[config.mk]
export PLATFORM = sky130hd
export DESIGN_NAME = uob_ctl
export DESIGN_NICKNAME = d
export VERILOG_FILES = /design/src/common/uob_pkg.sv /design/src/logic/uob_ctl.sv /design/src/logic/uob_sync3.sv
export SDC_FILE = /design/constraint.sdc
export NUM_CORES = 1
export LEC_CHECK = 0
export ABC_AREA = 1
export ABC_CLOCK_PERIOD_IN_PS = 2150
export CELL_PAD_IN_SITES_DETAIL_PLACEMENT = 1
export CELL_PAD_IN_SITES_GLOBAL_PLACEMENT = 1
export CORE_ASPECT_RATIO = 1.25
export CORE_MARGIN = 2
export CORE_UTILIZATION = 48
export CTS_CLUSTER_DIAMETER = 40
export DETAILED_ROUTE_END_ITERATION = 10
export DONT_BUFFER_PORTS = 1
export PLACE_DENSITY_LB_ADDON = 0.1
export SYNTH_ARGS = -nofsm -noshare
export SYNTH_HDL_FRONTEND = slang
export SYNTH_HIERARCHICAL = 1
export SYNTH_SLANG_ARGS = --single-unit
[constraint.sdc]
create_clock -name mclk -period 2.15 [get_ports mclk]
set_clock_uncertainty 0.15 [all_clocks]
set_input_delay 0.215 -clock mclk [delete_from_list [all_inputs] [get_ports mclk]]
set_output_delay 0.215 -clock mclk [all_outputs]
set_load 0.01 [all_outputs]
[src/common/uob_pkg.sv]
// constants, register map and carrier types for the otg pull and vbus boost
// block; assumes a 16-bit register port with read data one cycle later
package uob_pkg;

  // register port widths
  localparam int ADDR_W = 4;
  localparam int DATA_W = 16;

  // register indices on the plain register port
  localparam logic [ADDR_W-1:0] IDX_USB_CTL   = 4'h0;
  localparam logic [ADDR_W-1:0] IDX_OTG_CTL   = 4'h1;
  localparam logic [ADDR_W-1:0] IDX_BOOST_PD  = 4'h2;
  localparam logic [ADDR_W-1:0] IDX_BOOST_CTL = 4'h3;
  localparam logic [ADDR_W-1:0] IDX_PWR_CTL   = 4'h4;
  localparam logic [ADDR_W-1:0] IDX_STATUS    = 4'h5;

  // usb_control_reg fields
  localparam int USB_MODULE_ENABLE_BIT = 0;
  localparam int HOST_ROLE_ENABLE_BIT  = 3;
  localparam logic [DATA_W-1:0] USB_CTL_MASK = 16'h0009;

  // otg_control_reg fields
  localparam int VBUS_DISCHARGE_BIT     = 0;
  localparam int VBUS_TARGET_SELECT_BIT = 1;
  localparam int OTG_PULL_OVERRIDE_BIT  = 2;
  localparam int VBUS_GEN_ENABLE_BIT    = 3;
  localparam int DMINUS_PULLDOWN_BIT    = 4;
  localparam int DPLUS_PULLDOWN_BIT     = 5;
  localparam int DPLUS_PULLUP_BIT       = 7;
  localparam logic [DATA_W-1:0] OTG_CTL_MASK = 16'h00bf;

  // boost_period_duty_reg fields
  localparam int PERIOD_LSB = 0;
  localparam int DUTY_LSB   = 8;
  localparam int PWM_W      = 8;

  // boost_control_reg fields
  localparam int BOOST_COUNTER_ENABLE_BIT  = 8;
  localparam int BOOST_OUTPUT_POLARITY_BIT = 9;
  localparam int BOOST_OUTPUT_ENABLE_BIT   = 15;
  localparam logic [DATA_W-1:0] BOOST_CTL_MASK = 16'h8300;

  // usb_power_control_reg fields
  localparam int USB_POWER_ON_BIT = 0;
  localparam logic [DATA_W-1:0] PWR_CTL_MASK = 16'h0001;

  // status register fields (read only)
  localparam int ST_PWM_ACTIVE_BIT = 0;
  localparam int ST_ABOVE_TGT_BIT  = 1;
  localparam int ST_OVER_CUR_BIT   = 2;
  localparam int ST_DP_PULLUP_BIT  = 3;
  localparam int ST_DP_PULLDN_BIT  = 4;
  localparam int ST_DM_PULLDN_BIT  = 5;
  localparam int ST_BOOST_ON_BIT   = 6;
  localparam int ST_COUNT_LSB      = 8;

  // reset values
  localparam logic [DATA_W-1:0] REG_RST   = 16'h0000;
  localparam logic [PWM_W-1:0]  COUNT_RST = 8'h00;

  // register port request from software
  typedef struct packed {
    logic [ADDR_W-1:0] addr;
    logic [DATA_W-1:0] wdata;
    logic              wr;
    logic              rd;
  } uob_bus_req_t;

  // pad-side controls toward the transceiver and the boost stage
  typedef struct packed {
    logic dplus_pullup_en;
    logic dplus_pulldown_en;
    logic dminus_pulldown_en;
    logic boost_drive;
    logic vbus_gen_en;
    logic vbus_target_sel;
    logic vbus_discharge_en;
    logic usb_power_on;
  } uob_pad_t;

endpackage : uob_pkg

[src/logic/uob_ctl.sv]
// otg pull resistor control and vbus boost pwm with its register file
// assumes a plain register port on mclk and asynchronous comparator pins
`timescale 1ns/100ps
`default_nettype none

module uob_ctl (
  input  wire logic                      mclk,
  input  wire logic                      nrst,
  input  wire uob_pkg::uob_bus_req_t     bus_req,
  output var  logic [uob_pkg::DATA_W-1:0] rdata,
  input  wire logic                      vbus_above_lo_pin,
  input  wire logic                      vbus_above_hi_pin,
  input  wire logic                      over_current_pin,
  output var  uob_pkg::uob_pad_t         pad
);

  import uob_pkg::*;

  // address match shared by every register decode
  function automatic logic hit(input logic [ADDR_W-1:0] a,
                               input logic [ADDR_W-1:0] idx);
    hit = (a == idx);
  endfunction : hit

  logic [DATA_W-1:0] usb_ctl_r;
  logic [DATA_W-1:0] otg_ctl_r;
  logic [DATA_W-1:0] boost_pd_r;
  logic [DATA_W-1:0] boost_ctl_r;
  logic [DATA_W-1:0] pwr_ctl_r;
  logic [DATA_W-1:0] rdata_r;
  logic [PWM_W-1:0]  count_r;
  logic [PWM_W-1:0]  count_nxt;
  uob_pad_t          pad_r;
  uob_pad_t          pad_nxt;

  logic above_lo_s;
  logic above_hi_s;
  logic over_cur_s;

  // comparator inputs cross into mclk through filtered synchronisers
  uob_sync3 u_sync_lo (
    .mclk     (mclk),
    .nrst     (nrst),
    .async_in (vbus_above_lo_pin),
    .sync_out (above_lo_s)
  );

  uob_sync3 u_sync_hi (
    .mclk     (mclk),
    .nrst     (nrst),
    .async_in (vbus_above_hi_pin),
    .sync_out (above_hi_s)
  );

  uob_sync3 u_sync_oc (
    .mclk     (mclk),
    .nrst     (nrst),
    .async_in (over_current_pin),
    .sync_out (over_cur_s)
  );

  // write strobes per register
  wire wr_usb   = bus_req.wr && hit(bus_req.addr, IDX_USB_CTL);
  wire wr_otg   = bus_req.wr && hit(bus_req.addr, IDX_OTG_CTL);
  wire wr_pd    = bus_req.wr && hit(bus_req.addr, IDX_BOOST_PD);
  wire wr_bctl  = bus_req.wr && hit(bus_req.addr, IDX_BOOST_CTL);
  wire wr_pwr   = bus_req.wr && hit(bus_req.addr, IDX_PWR_CTL);

  // control fields
  wire module_en   = usb_ctl_r[USB_MODULE_ENABLE_BIT];
  wire host_en     = usb_ctl_r[HOST_ROLE_ENABLE_BIT];
  wire override_en = otg_ctl_r[OTG_PULL_OVERRIDE_BIT];
  wire dp_pu_ctl   = otg_ctl_r[DPLUS_PULLUP_BIT];
  wire dp_pd_ctl   = otg_ctl_r[DPLUS_PULLDOWN_BIT];
  wire dm_pd_ctl   = otg_ctl_r[DMINUS_PULLDOWN_BIT];
  wire gen_en      = otg_ctl_r[VBUS_GEN_ENABLE_BIT];
  wire tgt_sel     = otg_ctl_r[VBUS_TARGET_SELECT_BIT];
  wire discharge   = otg_ctl_r[VBUS_DISCHARGE_BIT];
  wire cnt_en      = boost_ctl_r[BOOST_COUNTER_ENABLE_BIT];
  wire pol         = boost_ctl_r[BOOST_OUTPUT_POLARITY_BIT];
  wire pwm_en      = boost_ctl_r[BOOST_OUTPUT_ENABLE_BIT];
  wire pwr_on      = pwr_ctl_r[USB_POWER_ON_BIT];

  wire [PWM_W-1:0] period = boost_pd_r[PERIOD_LSB +: PWM_W];
  wire [PWM_W-1:0] duty   = boost_pd_r[DUTY_LSB +: PWM_W];

  // software-visible registers; unmapped writes are dropped
  always_ff @(posedge mclk or negedge nrst) begin
    if (!nrst) begin
      usb_ctl_r   <= REG_RST;
      otg_ctl_r   <= REG_RST;
      boost_pd_r  <= REG_RST;
      boost_ctl_r <= REG_RST;
      pwr_ctl_r   <= REG_RST;
    end else begin
      if (wr_usb)  usb_ctl_r   <= bus_req.wdata & USB_CTL_MASK;
      if (wr_otg)  otg_ctl_r   <= bus_req.wdata & OTG_CTL_MASK;
      if (wr_pd)   boost_pd_r  <= bus_req.wdata;
      if (wr_bctl) boost_ctl_r <= bus_req.wdata & BOOST_CTL_MASK;
      if (wr_pwr)  pwr_ctl_r   <= bus_req.wdata & PWR_CTL_MASK;
    end
  end

  // pwm counter: holds while disabled, wraps after reaching the period
  assign count_nxt = !cnt_en         ? count_r :
                     (count_r >= period) ? COUNT_RST :
                     count_r + 8'h01;

  always_ff @(posedge mclk or negedge nrst) begin
    if (!nrst) begin
      count_r <= COUNT_RST;
    end else begin
      count_r <= count_nxt;
    end
  end

  // raw pwm phase, then limits from the selected comparator
  wire pwm_phase = pwm_en && (count_r < duty);
  wire above_tgt = tgt_sel ? above_hi_s : above_lo_s;
  wire boost_on  = gen_en && pwm_phase &&
                   !above_tgt && !over_cur_s;
  // inactive level equals the polarity bit; active level its inverse
  wire boost_lvl = boost_on ^ pol;

  // pull resistors; suspend has no input here so it cannot drop them
  wire dp_pu = override_en ? dp_pu_ctl : module_en;
  wire dp_pd = override_en ? dp_pd_ctl : host_en;
  wire dm_pd = override_en ? dm_pd_ctl : host_en;

  // next pad state collected into the carrier
  always_comb begin
    pad_nxt                    = '0;
    pad_nxt.dplus_pullup_en    = dp_pu;
    pad_nxt.dplus_pulldown_en  = dp_pd;
    pad_nxt.dminus_pulldown_en = dm_pd;
    pad_nxt.boost_drive        = boost_lvl;
    pad_nxt.vbus_gen_en        = gen_en;
    pad_nxt.vbus_target_sel    = tgt_sel;
    pad_nxt.vbus_discharge_en  = discharge;
    pad_nxt.usb_power_on       = pwr_on;
  end

  // pad outputs come straight from flops
  always_ff @(posedge mclk or negedge nrst) begin
    if (!nrst) begin
      pad_r <= '0;
    end else begin
      pad_r <= pad_nxt;
    end
  end

  // status word showing the block's own live state
  wire [DATA_W-1:0] status_word = {count_r, 1'b0, pad_r.boost_drive ^ pol,
                                   dm_pd, dp_pd, dp_pu, over_cur_s,
                                   above_tgt, pwm_phase};

  // read mux; unmapped indices read zero
  wire [DATA_W-1:0] rd_mux =
    hit(bus_req.addr, IDX_USB_CTL)   ? usb_ctl_r   :
    hit(bus_req.addr, IDX_OTG_CTL)   ? otg_ctl_r   :
    hit(bus_req.addr, IDX_BOOST_PD)  ? boost_pd_r  :
    hit(bus_req.addr, IDX_BOOST_CTL) ? boost_ctl_r :
    hit(bus_req.addr, IDX_PWR_CTL)   ? pwr_ctl_r   :
    hit(bus_req.addr, IDX_STATUS)    ? status_word : REG_RST;

  // read data valid only in the cycle after the read strobe
  always_ff @(posedge mclk or negedge nrst) begin
    if (!nrst) begin
      rdata_r <= REG_RST;
    end else begin
      rdata_r <= bus_req.rd ? rd_mux : REG_RST;
    end
  end

  assign rdata = rdata_r;
  assign pad   = pad_r;

endmodule : uob_ctl

`default_nettype wire

[src/logic/uob_sync3.sv]
// three-stage synchroniser with agreement filter for one analog comparator
// assumes the input is asynchronous to mclk and changes slowly
`timescale 1ns/100ps
`default_nettype none

module uob_sync3 (
  input  wire logic mclk,
  input  wire logic nrst,
  input  wire logic async_in,
  output var  logic sync_out
);

  logic meta_r;
  logic s2_r;
  logic s3_r;
  logic out_r;

  // chain of three flops; stage one is read only by stage two
  always_ff @(posedge mclk or negedge nrst) begin
    if (!nrst) begin
      meta_r <= 1'b0;
      s2_r   <= 1'b0;
      s3_r   <= 1'b0;
    end else begin
      meta_r <= async_in;
      s2_r   <= meta_r;
      s3_r   <= s2_r;
    end
  end

  // output changes once the second and third stage agree
  always_ff @(posedge mclk or negedge nrst) begin
    if (!nrst) begin
      out_r <= 1'b0;
    end else if (s2_r == s3_r) begin
      out_r <= s3_r;
    end
  end

  assign sync_out = out_r;

endmodule : uob_sync3

`default_nettype wire

Word-level counts from Yosys, hierarchy flattened. Cells that the tools add are included. W data, S select, Z words.

$add $sub $neg: 1. Magnitude comparators: 2. Equal/unequal tests: 8. Mux-type cells: 12. Bitwise operators: 2. Reductions and logical operators: 12.

Operators with widths (number): $mux W16 (7); $logic_and A1 B1 Y1 (9); $add A8 B1 Y8 const B (1); $eq A4 B2 Y1 const B (2); $eq A4 B3 Y1 const B (2); $ge A8 B8 Y1 (1); $lt A8 B8 Y1 (1); $mux W8 (1); $eq A4 B1 Y1 const B (1); $logic_not A4 Y1 (1); $mux W1 (4); $eq A1 B1 Y1 (3); $logic_not A1 Y1 (2); $xor A1 B1 Y1 (2).

Bits in registers: 73. Input bits: 27. Output and inout bits: 24. Word-level logic and storage cells: 64.

Longest topological paths before layout. Gate-level depths: netlist (run 1).

Depth in word-level cells: 9. Gate-level depth with buffers: 11. Mapped depth without buffers: 11.

By module. The synthesis (run 1) kept the hierarchy.

Modules (own cells, without submodules): uob_ctl (times used 1, cells an instance 339, area each 2969.1 um^2, sequential area each 1526.5 um^2); uob_sync3 (times used 3, cells an instance 8, area each 116.4 um^2, sequential area each 100.1 um^2).

Least setup slack after synthesis (run 1). Ideal clock, no wire load.

Path type: reg2reg. Start: reg count_r[6]. End: reg pad_r (netlist bit pad[4]). Setup time: 0.124 ns. Data arrival time: 1.311 ns. Data required time: 1.876 ns. Setup slack: 0.565 ns. Cell stages (with the launch flop): 7. Path buffers: 0. Period minus slack after synthesis: 1.585 ns. Cell sequence: dfrtp_1 ha_1 nand2_1 nor2_1 nor3b_1 nand4_1 xnor2_1.

Longest elaborated chain between the ends: 6.

RTL lines: start, declared (RTL line uob_ctl.sv:31) `logic [PWM_W-1:0] count_r;`; start signal, assigned (RTL line uob_ctl.sv:113) `count_r <= count_nxt;`; $lt A8 B8 Y1 (RTL line uob_ctl.sv:118) `wire pwm_phase = pwm_en && (count_r < duty);`; $logic_and A1 B1 Y1 (RTL line uob_ctl.sv:118); $logic_and A1 B1 Y1 (2 in series) (RTL line uob_ctl.sv:120) `wire boost_on = gen_en && pwm_phase &&`; $logic_and A1 B1 Y1 (RTL line uob_ctl.sv:121) `!above_tgt && !over_cur_s;`; $xor A1 B1 Y1 (RTL line uob_ctl.sv:123) `wire boost_lvl = boost_on ^ pol;`; net boost_lvl (RTL line uob_ctl.sv:123); end signal, assigned (RTL line uob_ctl.sv:148) `pad_r <= pad_nxt;`; end, declared (RTL line uob_ctl.sv:33) `uob_pad_t pad_r;`.

The timed path passes the listed nets, and every way through them passes these cells. A chain may end at the register's enable or synchronous reset.

Final worst setup path (run 1).
Start: reg count_r[5]. End: reg rdata_r[0] (netlist: rdata[0]).

Longest elaborated chain between the ends: 9.

RTL lines: $lt A8 B8 Y1 (RTL line uob_ctl.sv:118); $logic_and A1 B1 Y1 (RTL line uob_ctl.sv:118); $mux W16 (RTL line uob_ctl.sv:164) `hit(bus_req.addr, IDX_STATUS) ? status_word : REG_RST;`; $mux W16 (RTL line uob_ctl.sv:163) `hit(bus_req.addr, IDX_PWR_CTL) ? pwr_ctl_r :`; $mux W16 (RTL line uob_ctl.sv:162) `hit(bus_req.addr, IDX_BOOST_CTL) ? boost_ctl_r :`; $mux W16 (RTL line uob_ctl.sv:161) `hit(bus_req.addr, IDX_BOOST_PD) ? boost_pd_r :`; $mux W16 (RTL line uob_ctl.sv:160) `hit(bus_req.addr, IDX_OTG_CTL) ? otg_ctl_r :`; $mux W16 (RTL line uob_ctl.sv:159) `hit(bus_req.addr, IDX_USB_CTL) ? usb_ctl_r :`; $mux W16 (RTL line uob_ctl.sv:171) `rdata_r <= bus_req.rd ? rd_mux : REG_RST;`; end signal, assigned (RTL line uob_ctl.sv:171); end, declared (RTL line uob_ctl.sv:30) `logic [DATA_W-1:0] rdata_r;`.

No other way between the ends.

==> results.yml, run 1 <==
placed_design:
  place_inst: 444
  place_hpwl_um: 5460
  port_buffers: 0
  place_area_mm2: 0.00339
  gp_routability_congestion: 0.808
layout:
  diodes: 0
  final_area_mm2: 0.00389
  layout_common_cells: "89 x nand2_1, 73 x dfrtp_1, 49 x inv_1"
  stdcell_count: 488
  nNetsFinal: 440
  layout-drive-gt1-share: 0.0948
  final_core_util: 0.585
  final_common_cell: "nand2_1"
  fillers: 758
  area.growth.synth_to_final_pct: 17.2
drt:
  vias: 2526
  routed_wl_um: 8080
  drt_iter0_markers: 85
  ant_nets: 0
  vias_per_cell: 5.18
  drc: 0
  wl_per_cell_um: 16.6
  dr.pass1.iters: 4
pwr:
  power.leakage_uw: 0.00195
  p_per_area_mw_per_mm2: 918
  vdd_drop_max_v: 0.000503
critical_path:
  r2r_setup_slack_ns: 0.28
  critPathKind: "flop to flop"
  cp.required_ns: 2.29
  startpoint: "count_r[5]"
  critPathArrivalTime_ns: 2.02
  crit_end: "rdata[0]"
  crit_path_max_fanout: 6
  regToRegEndpoint: "rdata[0]"
  endpoint_kind: "flop"
  slowest_stage: "dfrtp_1"
  cp_slowest_stage_delay_ns: 0.40
  r2r-start: "count_r[5]"
  crit_chain: "buf_4 -> ha_1 -> nand4_1 -> nor3b_1 -> nand3_1 -> nand4_1 -> nand2_1 -> inv_1"
  start_kind: "flop"
  r2r_cells: 8
  crit_top_cell: "nand4_1"
yosys:
  synth_compound_area_frac: 0.112
  synth_cells: 363
  synth.net_count: 406
  synthesis.area_mm2: 0.00332
  synth_top_family_by_area: "simple AND/OR/NAND/NOR gates"
  yosys.area_share.simple: 0.183
  ys_seq_elements: 73
  synth_fa_ha_area_frac: 0.0603
  synthDistinctLibCells: 34
  yosys.area_share.xor_xnor: 0.0132
  syn_avg_cell_area_um2: 9.14
  yosysSeqAreaShare: 0.551
  muxShareOfSynthArea: 0.00302
  yosysWarnings: 6
global_route:
  grt_max_degree: 74
  overflow: 0
  antenna_found_initial: 0
  grt_pass1_vias: 2822
  grt_usage: 0.235
  grt_pass1_wl_um: 13700
cts:
  clk_latency_ns: 0.35
  cts_tree: "built"
  numCtsBuffers: 9
  clock_tree.root_cell: "clkbuf_8"
  cts_max_level: 3
  clkSlewWorstSetupHoldPaths_ns: 0.08
  clk_path_buf_depth: 2
  cts.sinks: 73
outcome:
  outcome: "complete, no violations"
sta:
  period_needed_ns: 1.87
  rsz0062_at_grt: "no"
  tightest_slew_ns: 0.611
  final-max-slew-violation-count: 0
  hold_viol_final: 0
  post-route-period-util: 0.871
  max_freq_mhz: 534
  setup_viol: 0
  slew_headroom: 0.591
  setup_tns_ns: 0
worst_hold_path:
  min_delay_path_depth: 5
  hp-class: "primary input to flop"
run:
  cap_viol_max_count: 0
die:
  die-area_mm2: 0.00760
  placementRows: 33
  pin_count: 51
  fp.dieH_um: 97.0
  die_x_um: 78.4
  core_mm2: 0.00665
  initial_utilization: 0.499
-- registers in the layout, indices dropped and copies added, names as in the netlist, 2 cells and up --
name,count
boost_ctl_r,3
boost_pd_r,16
count_r,8
otg_ctl_r,7
pad,8
rdata,16
usb_ctl_r,2
-- kinds of logic after synthesis --
kind of cell / count (synthesis)
AND/OR/NAND/NOR: 140
flip-flops: 73
AO/OA/AOI/OAI: 65
buffers and inverters: 63
adder cells (fa/ha/maj): 16
XOR/XNOR: 5
multiplexers: 1
-- critical path, delay by kind of cell (launching register included) --
family                   cells  cell delay [ns]
AND/OR/NAND/NOR              5             0.74
flip-flops                   1             0.40
adder cells (fa/ha/maj)      1             0.30
buffers and inverters        2             0.22
-- Yosys cell counts --
master    count  area, um^2
clkbuf_1      1        3.75
a21oi_1      27         135
nand2_4       1        11.3
nor3b_1       1        7.51
inv_2         6        22.5
nand3_2       1        10.0
nand2_2       1        6.26
nor2_2        1        6.26
o21ai_1      15        75.1
nand4_1       5        31.3
nand3_1       6        30.0
dfrtp_1      73        1830
nor3_1        1        5.00
xor2_1        3        26.3
o221ai_1      2        17.5
nor3_4        2        32.5
nor2_4        1        11.3
xnor2_1       2        17.5
o22ai_1       1        6.26
nand2_1      89         334
inv_1        49         184
buf_4         1        7.51
nor2_1       30         113
buf_6         2        22.5
o211ai_1      1        7.51
nand3b_1      1        7.51
o21a_1        1        7.51
mux2i_1       1        10.0
o21ai_0       7        35.0
a31oi_1       3        18.8
ha_1         16         200
buf_2         4        20.0
a22oi_1       1        7.51
o21ai_2       7        61.3
-- layer usage --
| layer | global-route usage | wire length (um) |
|---|---|---|
| met1 | 0.276 | 3430 |
| met2 | 0.417 | 4290 |
| met3 | 0.0513 | 243 |
| met4 | 0.0837 | 118 |
| met5 | 0 | 0 |
-- power by group --
group | internal (uW) | total, uW | switching, uW | leakage, uW
clock network | 559 | 1070 | 513 | 0.0000981
logic | 288 | 701 | 413 | 0.000931
registers | 1580 | 1800 | 217 | 0.000924
total | 2430 | 3570 | 1140 | 0.00195
-- layout make-up --
type                            instances  area (um^2)  share of cell area
Sequential cell                        73         1830               0.470
Multi-Input combinational cell        227         1230               0.317
Timing Repair Buffer                   31          323              0.0830
Inverter                               55          206              0.0531
Clock buffer                           10          138              0.0354
Tap cell                               87          109              0.0280
Clock inverter                          5         56.3              0.0145
-- how the worst min path moves through the flow --
stage / endpoint / slack (ns) / start
floorplan: boost_ctl_r[15] / -0.23 / nrst
global placement: u_sync_lo/s2_r / -0.23 / nrst
detailed placement: u_sync_lo/s3_r / -0.23 / nrst
CTS: rdata[1] / 0.04 / bus_req[21]
global route: rdata[4] / 0.05 / bus_req[21]
finish: rdata[4] / 0.05 / bus_req[21]
-- metrics by stage --
| stage | hold slack [ns] | total power (uW) | worst slack, ns |
|---|---|---|---|
| after CTS | 0.0427 | 3590 | 0.273 |
| after floorplan | -0.231 | 2250 | 0.565 |
| after detailed placement | -0.229 | 2440 | 0.298 |
| after global routing | 0.0519 | 3800 | 0.145 |
| after global placement | -0.229 | 2400 | 0.325 |
| final | 0.0531 | 3570 | 0.277 |
-- repair_timing --
action / in CTS / in global routing
resized for setup: 0 / 0
buffers inserted: 0 / 0
hold endpoints to repair: 115 / 0
hold buffers: 29 / 0
(Power assumes the default switching activity.)
==> run 2, diff against run 1 <==
--- a/config.mk
+++ b/config.mk
@@ -5,17 +5,18 @@
 export SDC_FILE = /design/constraint.sdc
 export NUM_CORES = 1
 export LEC_CHECK = 0
-export ABC_AREA = 1
+export ABC_AREA = 0
 export ABC_CLOCK_PERIOD_IN_PS = 2150
 export CELL_PAD_IN_SITES_DETAIL_PLACEMENT = 1
 export CELL_PAD_IN_SITES_GLOBAL_PLACEMENT = 1
 export CORE_ASPECT_RATIO = 1.25
 export CORE_MARGIN = 2
-export CORE_UTILIZATION = 48
+export CORE_UTILIZATION = 50
 export CTS_CLUSTER_DIAMETER = 40
 export DETAILED_ROUTE_END_ITERATION = 10
 export DONT_BUFFER_PORTS = 1
 export PLACE_DENSITY_LB_ADDON = 0.1
+export SETUP_SLACK_MARGIN = 0.2
 export SYNTH_ARGS = -nofsm -noshare
 export SYNTH_HDL_FRONTEND = slang
 export SYNTH_HIERARCHICAL = 1
==> results.yml, run 2 <==
pwr:
  vdd_drop_max_v: 0.000546
  p_per_area_mw_per_mm2: 1100
  total_power_uw: 4430
  power.leakage_uw: 0.00183
yosys:
  synth_compound_area_frac: 0.0975
  yosys.area_share.xor_xnor: 0.0135
  yosysSeqAreaShare: 0.563
  yosysMostFrequentCell: "dfrtp_1"
  yosys.area_share.simple: 0.117
  muxShareOfSynthArea: 0.104
  synthFlopType: "dfrtp_1"
  yosysWarnings: 6
  synthesis.area_mm2: 0.00325
  netlist_top_cells_area: "dfrtp_1 56%, mux2_2 10%, ha_1 6.2%, a22oi_1 3.2%, nand2_1 2.5%"
  yosysTopAreaCell: "dfrtp_1"
  synth_top_area_frac: 0.563
  syn_avg_cell_area_um2: 11.9
  synth.net_count: 316
  synthArstFlopShare: 1.00
  synth_edf_count: 0
  synth_top_family_by_area: "simple AND/OR/NAND/NOR gates"
  synthDistinctLibCells: 42
  yosys-top-cells-count: "73 x dfrtp_1, 30 x mux2_2, 22 x nand2_1"
  ys_seq_elements: 73
  synth_cells: 273
  synth_fa_ha_area_frac: 0.0721
sta:
  hold_ws_ns: -0.615
  max_freq_mhz: 511
  period_needed_ns: 1.96
  tightest_slew_ns: 0.456
  rsz0062_at_grt: "yes"
  slew_headroom: 0.695
  final-max-slew-violation-count: 0
  hold_viol_final: 73
  setup_tns_ns: 0
  setup_viol: 0
  post-route-period-util: 0.910
global_route:
  grt_max_degree: 74
  overflow: 0
  grt_pass1_wl_um: 14100
  grt_pass1_vias: 2666
  antenna_found_initial: 0
  grt_usage: 0.262
die:
  placementRows: 32
  core_mm2: 0.00625
  initial_utilization: 0.520
  pin_count: 51
  die_x_um: 76.1
  die-area_mm2: 0.00716
  fp.dieH_um: 94.1
cts:
  cts_hold_buf: 25
  cts_tree: "built"
  cts_max_level: 3
  clock_tree.root_cell: "clkbuf_8"
  clk_path_buf_depth: 2
  cts.sinks: 73
  clk_latency_ns: 0.36
  clkSlewWorstSetupHoldPaths_ns: 0.09
  numCtsBuffers: 9
outcome:
  failed_checks: "hold timing"
  outcome: "finished with violations"
critical_path:
  start_kind: "flop"
  critPathKind: "flop to flop"
  crit_top_cell: "a211o_1"
  crit_chain: "ha_1 -> a211o_1 -> a21oi_2 -> o31ai_2 -> buf_4 -> nor4_4 -> a211o_1"
  slowest_stage: "dfrtp_2"
  cp_slowest_stage_delay_ns: 0.46
  crit_path_max_fanout: 5
  critPathArrivalTime_ns: 2.10
  cp.required_ns: 2.30
  endpoint_kind: "flop"
layout:
  layout_common_cells: "71 x dfrtp_1, 30 x mux2_2, 25 x dlygate4sd3_1"
  area.growth.synth_to_final_pct: 24.0
  final_common_cell: "dfrtp_1"
  diodes: 0
  layout-drive-gt1-share: 0.261
  nNetsFinal: 360
  final_area_mm2: 0.00403
drt:
  ant_nets: 0
  routed_wl_um: 9440
  vias_per_cell: 5.92
  wl_per_cell_um: 23.2
  drt_iter0_markers: 131
  vias: 2411
  drc: 0
  dr.pass1.iters: 4
placed_design:
  gp_routability_congestion: 0.816
  port_buffers: 0
  place_area_mm2: 0.00338
  place_hpwl_um: 5090
run:
  cap_viol_max_count: 0
worst_hold_path:
  hp-class: "primary input to asynchronous set/reset pin"
[run 2: cell types whose count changed in the layout (fill, tap and decap cells not counted), moves of 7 or more]
cell     change
a21oi_1     -22
a22oi_1     +13
buf_4       +13
inv_1       -32
mux2_2      +30
nand2_1     -67
nor2_1      -11
o21ai_1     -14
o21ai_2      -7
[run 2: cell type report]
cell class | count | area, um^2
Multi-Input combinational cell | 173 | 1400
Clock inverter | 6 | 115
Clock buffer | 10 | 138
Sequential cell | 73 | 1830
Timing Repair Buffer | 41 | 368
Inverter | 19 | 71.3
Fill cell | 639 | 2220
Tap cell | 85 | 106
[run 2: power breakdown]
part	switching, uW	internal (uW)	leakage [uW]	total, uW
registers	247	1620	0.000912	1870
logic	615	591	0.000792	1210
clock network	551	806	0.000123	1360
[run 2: cells by family (layout without fill, tap and decap cells)]
logic type / after synthesis / count (layout)
AND/OR/NAND/NOR: 74 / 74
flip-flops: 73 / 73
AO/OA/AOI/OAI: 45 / 45
XOR/XNOR: 5 / 5
multiplexers: 30 / 30
adder cells (fa/ha/maj): 19 / 19
buffers and inverters: 27 / 76
[run 2: through the flow]
stage / setup slack (ns) / hold WS, ns / utilization / std cells
after floorplan: 0.255 / -0.231 / - / 273
after global placement: 0.216 / -0.229 / 0.541 / 358
after detailed placement: 0.156 / -0.229 / 0.541 / 358
after CTS: 0.196 / -0.612 / 0.629 / 403
after global routing: 0.100 / -0.628 / 0.644 / 407
final: 0.193 / -0.615 / 0.644 / 407
[run 2: worst paths after layout]
check | cells after the start | slack [ns] | startpoint | to
setup reg to reg | 7 | 0.19 | count_r[4] | count_r[3]
max in group asynchronous | 0 | 2.36 | nrst | rdata[8]
hold / removal | 0 | -0.62 | nrst | otg_ctl_r[3]
min in group mclk | 3 | 0.03 | bus_req[18] | rdata[8]
setup / recovery | 7 | 0.19 | count_r[4] | count_r[3]
hold reg to reg | 0 | 0.19 | u_sync_oc/meta_r | u_sync_oc/s2_r
[run 2: routing by layer]
metal  track usage  routed length [um]  vias to the layer above
met5             0                   0                        -
met4         0.120                 352                        0
met3        0.0615                 311                       28
met2         0.481                5160                       65
met1         0.291                3610                     1265
li1              -                   -                     1053
[run 2: worst max-delay path, delay by kind of cell, from the launching register on]
kind / cells / cell delay [ns]
AND/OR/NAND/NOR: 1 / 0.22
buffers and inverters: 1 / 0.17
AO/OA/AOI/OAI: 4 / 0.70
flip-flops: 1 / 0.46
adder cells (fa/ha/maj): 1 / 0.20
[run 2: timing repair]
action,in CTS,in global routing
buffers inserted,3,4
hold endpoints to repair,110,73
gates cloned,1,0
resized for setup,6,13
setup endpoints to repair,4,11
pin swaps,3,4
==> run 3, diff against run 2 <==
--- a/config.mk
+++ b/config.mk
@@ -15,7 +15,7 @@
 export CTS_CLUSTER_DIAMETER = 40
 export DETAILED_ROUTE_END_ITERATION = 10
 export DONT_BUFFER_PORTS = 1
-export PLACE_DENSITY_LB_ADDON = 0.1
+export PLACE_DENSITY = 0.75
 export SETUP_SLACK_MARGIN = 0.2
 export SYNTH_ARGS = -nofsm -noshare
 export SYNTH_HDL_FRONTEND = slang
==> results.yml, run 3 (same netlist as run 2, synthesis figures left out) <==
sta:
  worst_slack_ns: 0.187
  setup_viol: 0
  rsz0062_at_grt: "yes"
  hold_ws_ns: -0.614
  period_needed_ns: 1.96
  setup_tns_ns: 0
  tightest_slew_ns: 0.443
  hold_viol_final: 73
  max_freq_mhz: 510
  slew_headroom: 0.697
  final-max-slew-violation-count: 0
  post-route-period-util: 0.913
layout:
  nNetsFinal: 359
  final_area_mm2: 0.00401
  diodes: 0
  layout-drive-gt1-share: 0.262
  final_common_cell: "dfrtp_1"
  layout_common_cells: "70 x dfrtp_1, 30 x mux2_2, 25 x dlygate4sd3_1"
  stdcell_count: 406
  final_core_util: 0.642
  area.growth.synth_to_final_pct: 23.5
pwr:
  p_per_area_mw_per_mm2: 1070
  p_switching_uw: 1400
  vdd_drop_max_v: 0.000563
  pwr-share-seq: 0.432
  combinationalPowerShare: 0.283
  clkPwrFrac: 0.286
  power.leakage_uw: 0.00181
  netSwitchingFraction: 0.324
  internal_power_uw: 2910
placed_design:
  place_hpwl_um: 5400
  place_inst: 358
  place_area_mm2: 0.00338
  gp_routability_congestion: 0.839
  port_buffers: 0
  pre_cts_slack_ns: 0.127
cts:
  cts.sinks: 73
  clock_tree.root_cell: "clkbuf_8"
  clk_path_buf_depth: 2
  cts_max_level: 3
  cts_hold_buf: 25
  numCtsBuffers: 9
  cts_tree: "built"
  clkSlewWorstSetupHoldPaths_ns: 0.08
  clk_latency_ns: 0.36
critical_path:
  r2r_cells: 8
  cpLargestDelayFamily: "compound AO/OA/AOI/OAI gates"
  critPathArrivalTime_ns: 2.10
  regToRegEndpoint: "count_r[7]"
  cp_slowest_stage_delay_ns: 0.35
  cp_num_cells: 8
  crit_chain: "inv_1 -> ha_1 -> a211o_1 -> a31oi_4 -> o31ai_4 -> buf_4 -> and2_4 -> nor2_1"
  cp.required_ns: 2.29
  slowest_stage: "dfrtp_1"
  endpoint_kind: "flop"
  start_kind: "flop"
  crit_path_max_fanout: 5
  critPathKind: "flop to flop"
  r2r_setup_slack_ns: 0.19
  path_buf_inv: 2
  r2r-start: "boost_pd_r[2]"
drt:
  wl_per_cell_um: 20.1
  routed_wl_um: 8160
  vias: 2306
  vias_per_cell: 5.68
  dr_wl_met2_um: 4440
  drt_iter0_markers: 77
  ant_nets: 0
  drc: 0
  wl_met3_um: 265
  wl_met1_um: 3300
  highest_layer: "met4"
  dr.pass1.iters: 6
global_route:
  grt_pass1_wl_um: 12900
  overflow: 0
  antenna_found_initial: 0
  grt_pass1_vias: 2471
  grt_usage: 0.242
  grt_max_degree: 74
die:
  pin_count: 51
  fp.dieH_um: 94.1
  die_x_um: 76.1
  die-area_mm2: 0.00716
  placementRows: 32
  initial_utilization: 0.520
  core_mm2: 0.00625
worst_hold_path:
  hp-class: "primary input to asynchronous set/reset pin"
outcome:
  outcome: "finished with violations"
  failed_checks: "hold timing"
run:
  cap_viol_max_count: 0
## run 3: area by class of cell
class / instances / area, um^2
clock inverters: 7 / 101
inverters: 19 / 71.3
flip-flops and latches: 73 / 1830
fillers: 645 / 2230
clock buffers: 9 / 124
multi-input cells: 173 / 1420
well taps: 85 / 106
repair buffers: 40 / 360
## run 3: worst max path at each step
stage / start / end
3_3_place_gp: boost_pd_r[2] / count_r[4]
5_1_grt: boost_pd_r[2] / count_r[7]
3_5_place_dp: boost_pd_r[2] / count_r[4]
4_1_cts: count_r[6] / count_r[3]
6_report: boost_pd_r[2] / count_r[7]
2_1_floorplan: count_r[5] / count_r[4]
## run 3: routing by layer
| layer | GRT usage | vias to the layer above |
|---|---|---|
| met4 | 0.100 | 0 |
| li1 | - | 1054 |
| met2 | 0.442 | 48 |
| met1 | 0.276 | 1192 |
| met5 | 0 | - |
| met3 | 0.0519 | 12 |
## run 3: power groups by stage
stage	clock, uW	sequential, uW	combinational, uW
floorplan	0	1830	622
global placement	0	1860	844
detailed placement	0	1880	897
CTS	1250	1850	1020
global route	1300	1890	1340
finish	1230	1860	1220
## run 3: what timing repair did
item                                    4_1_cts  5_1_grt
gates resized for setup                       7       13
cloned                                        1        0
hold endpoints to repair                    113       73
setup buffers                                 4        2
endpoints found under the setup margin        6        8
pin swaps                                     6       13
## run 3: stage by stage
step / hold slack [ns] / power (uW)
2_1_floorplan: -0.231 / 2450
3_3_place_gp: -0.229 / 2710
3_5_place_dp: -0.229 / 2770
4_1_cts: -0.628 / 4120
5_1_grt: -0.638 / 4530
6_report: -0.614 / 4310
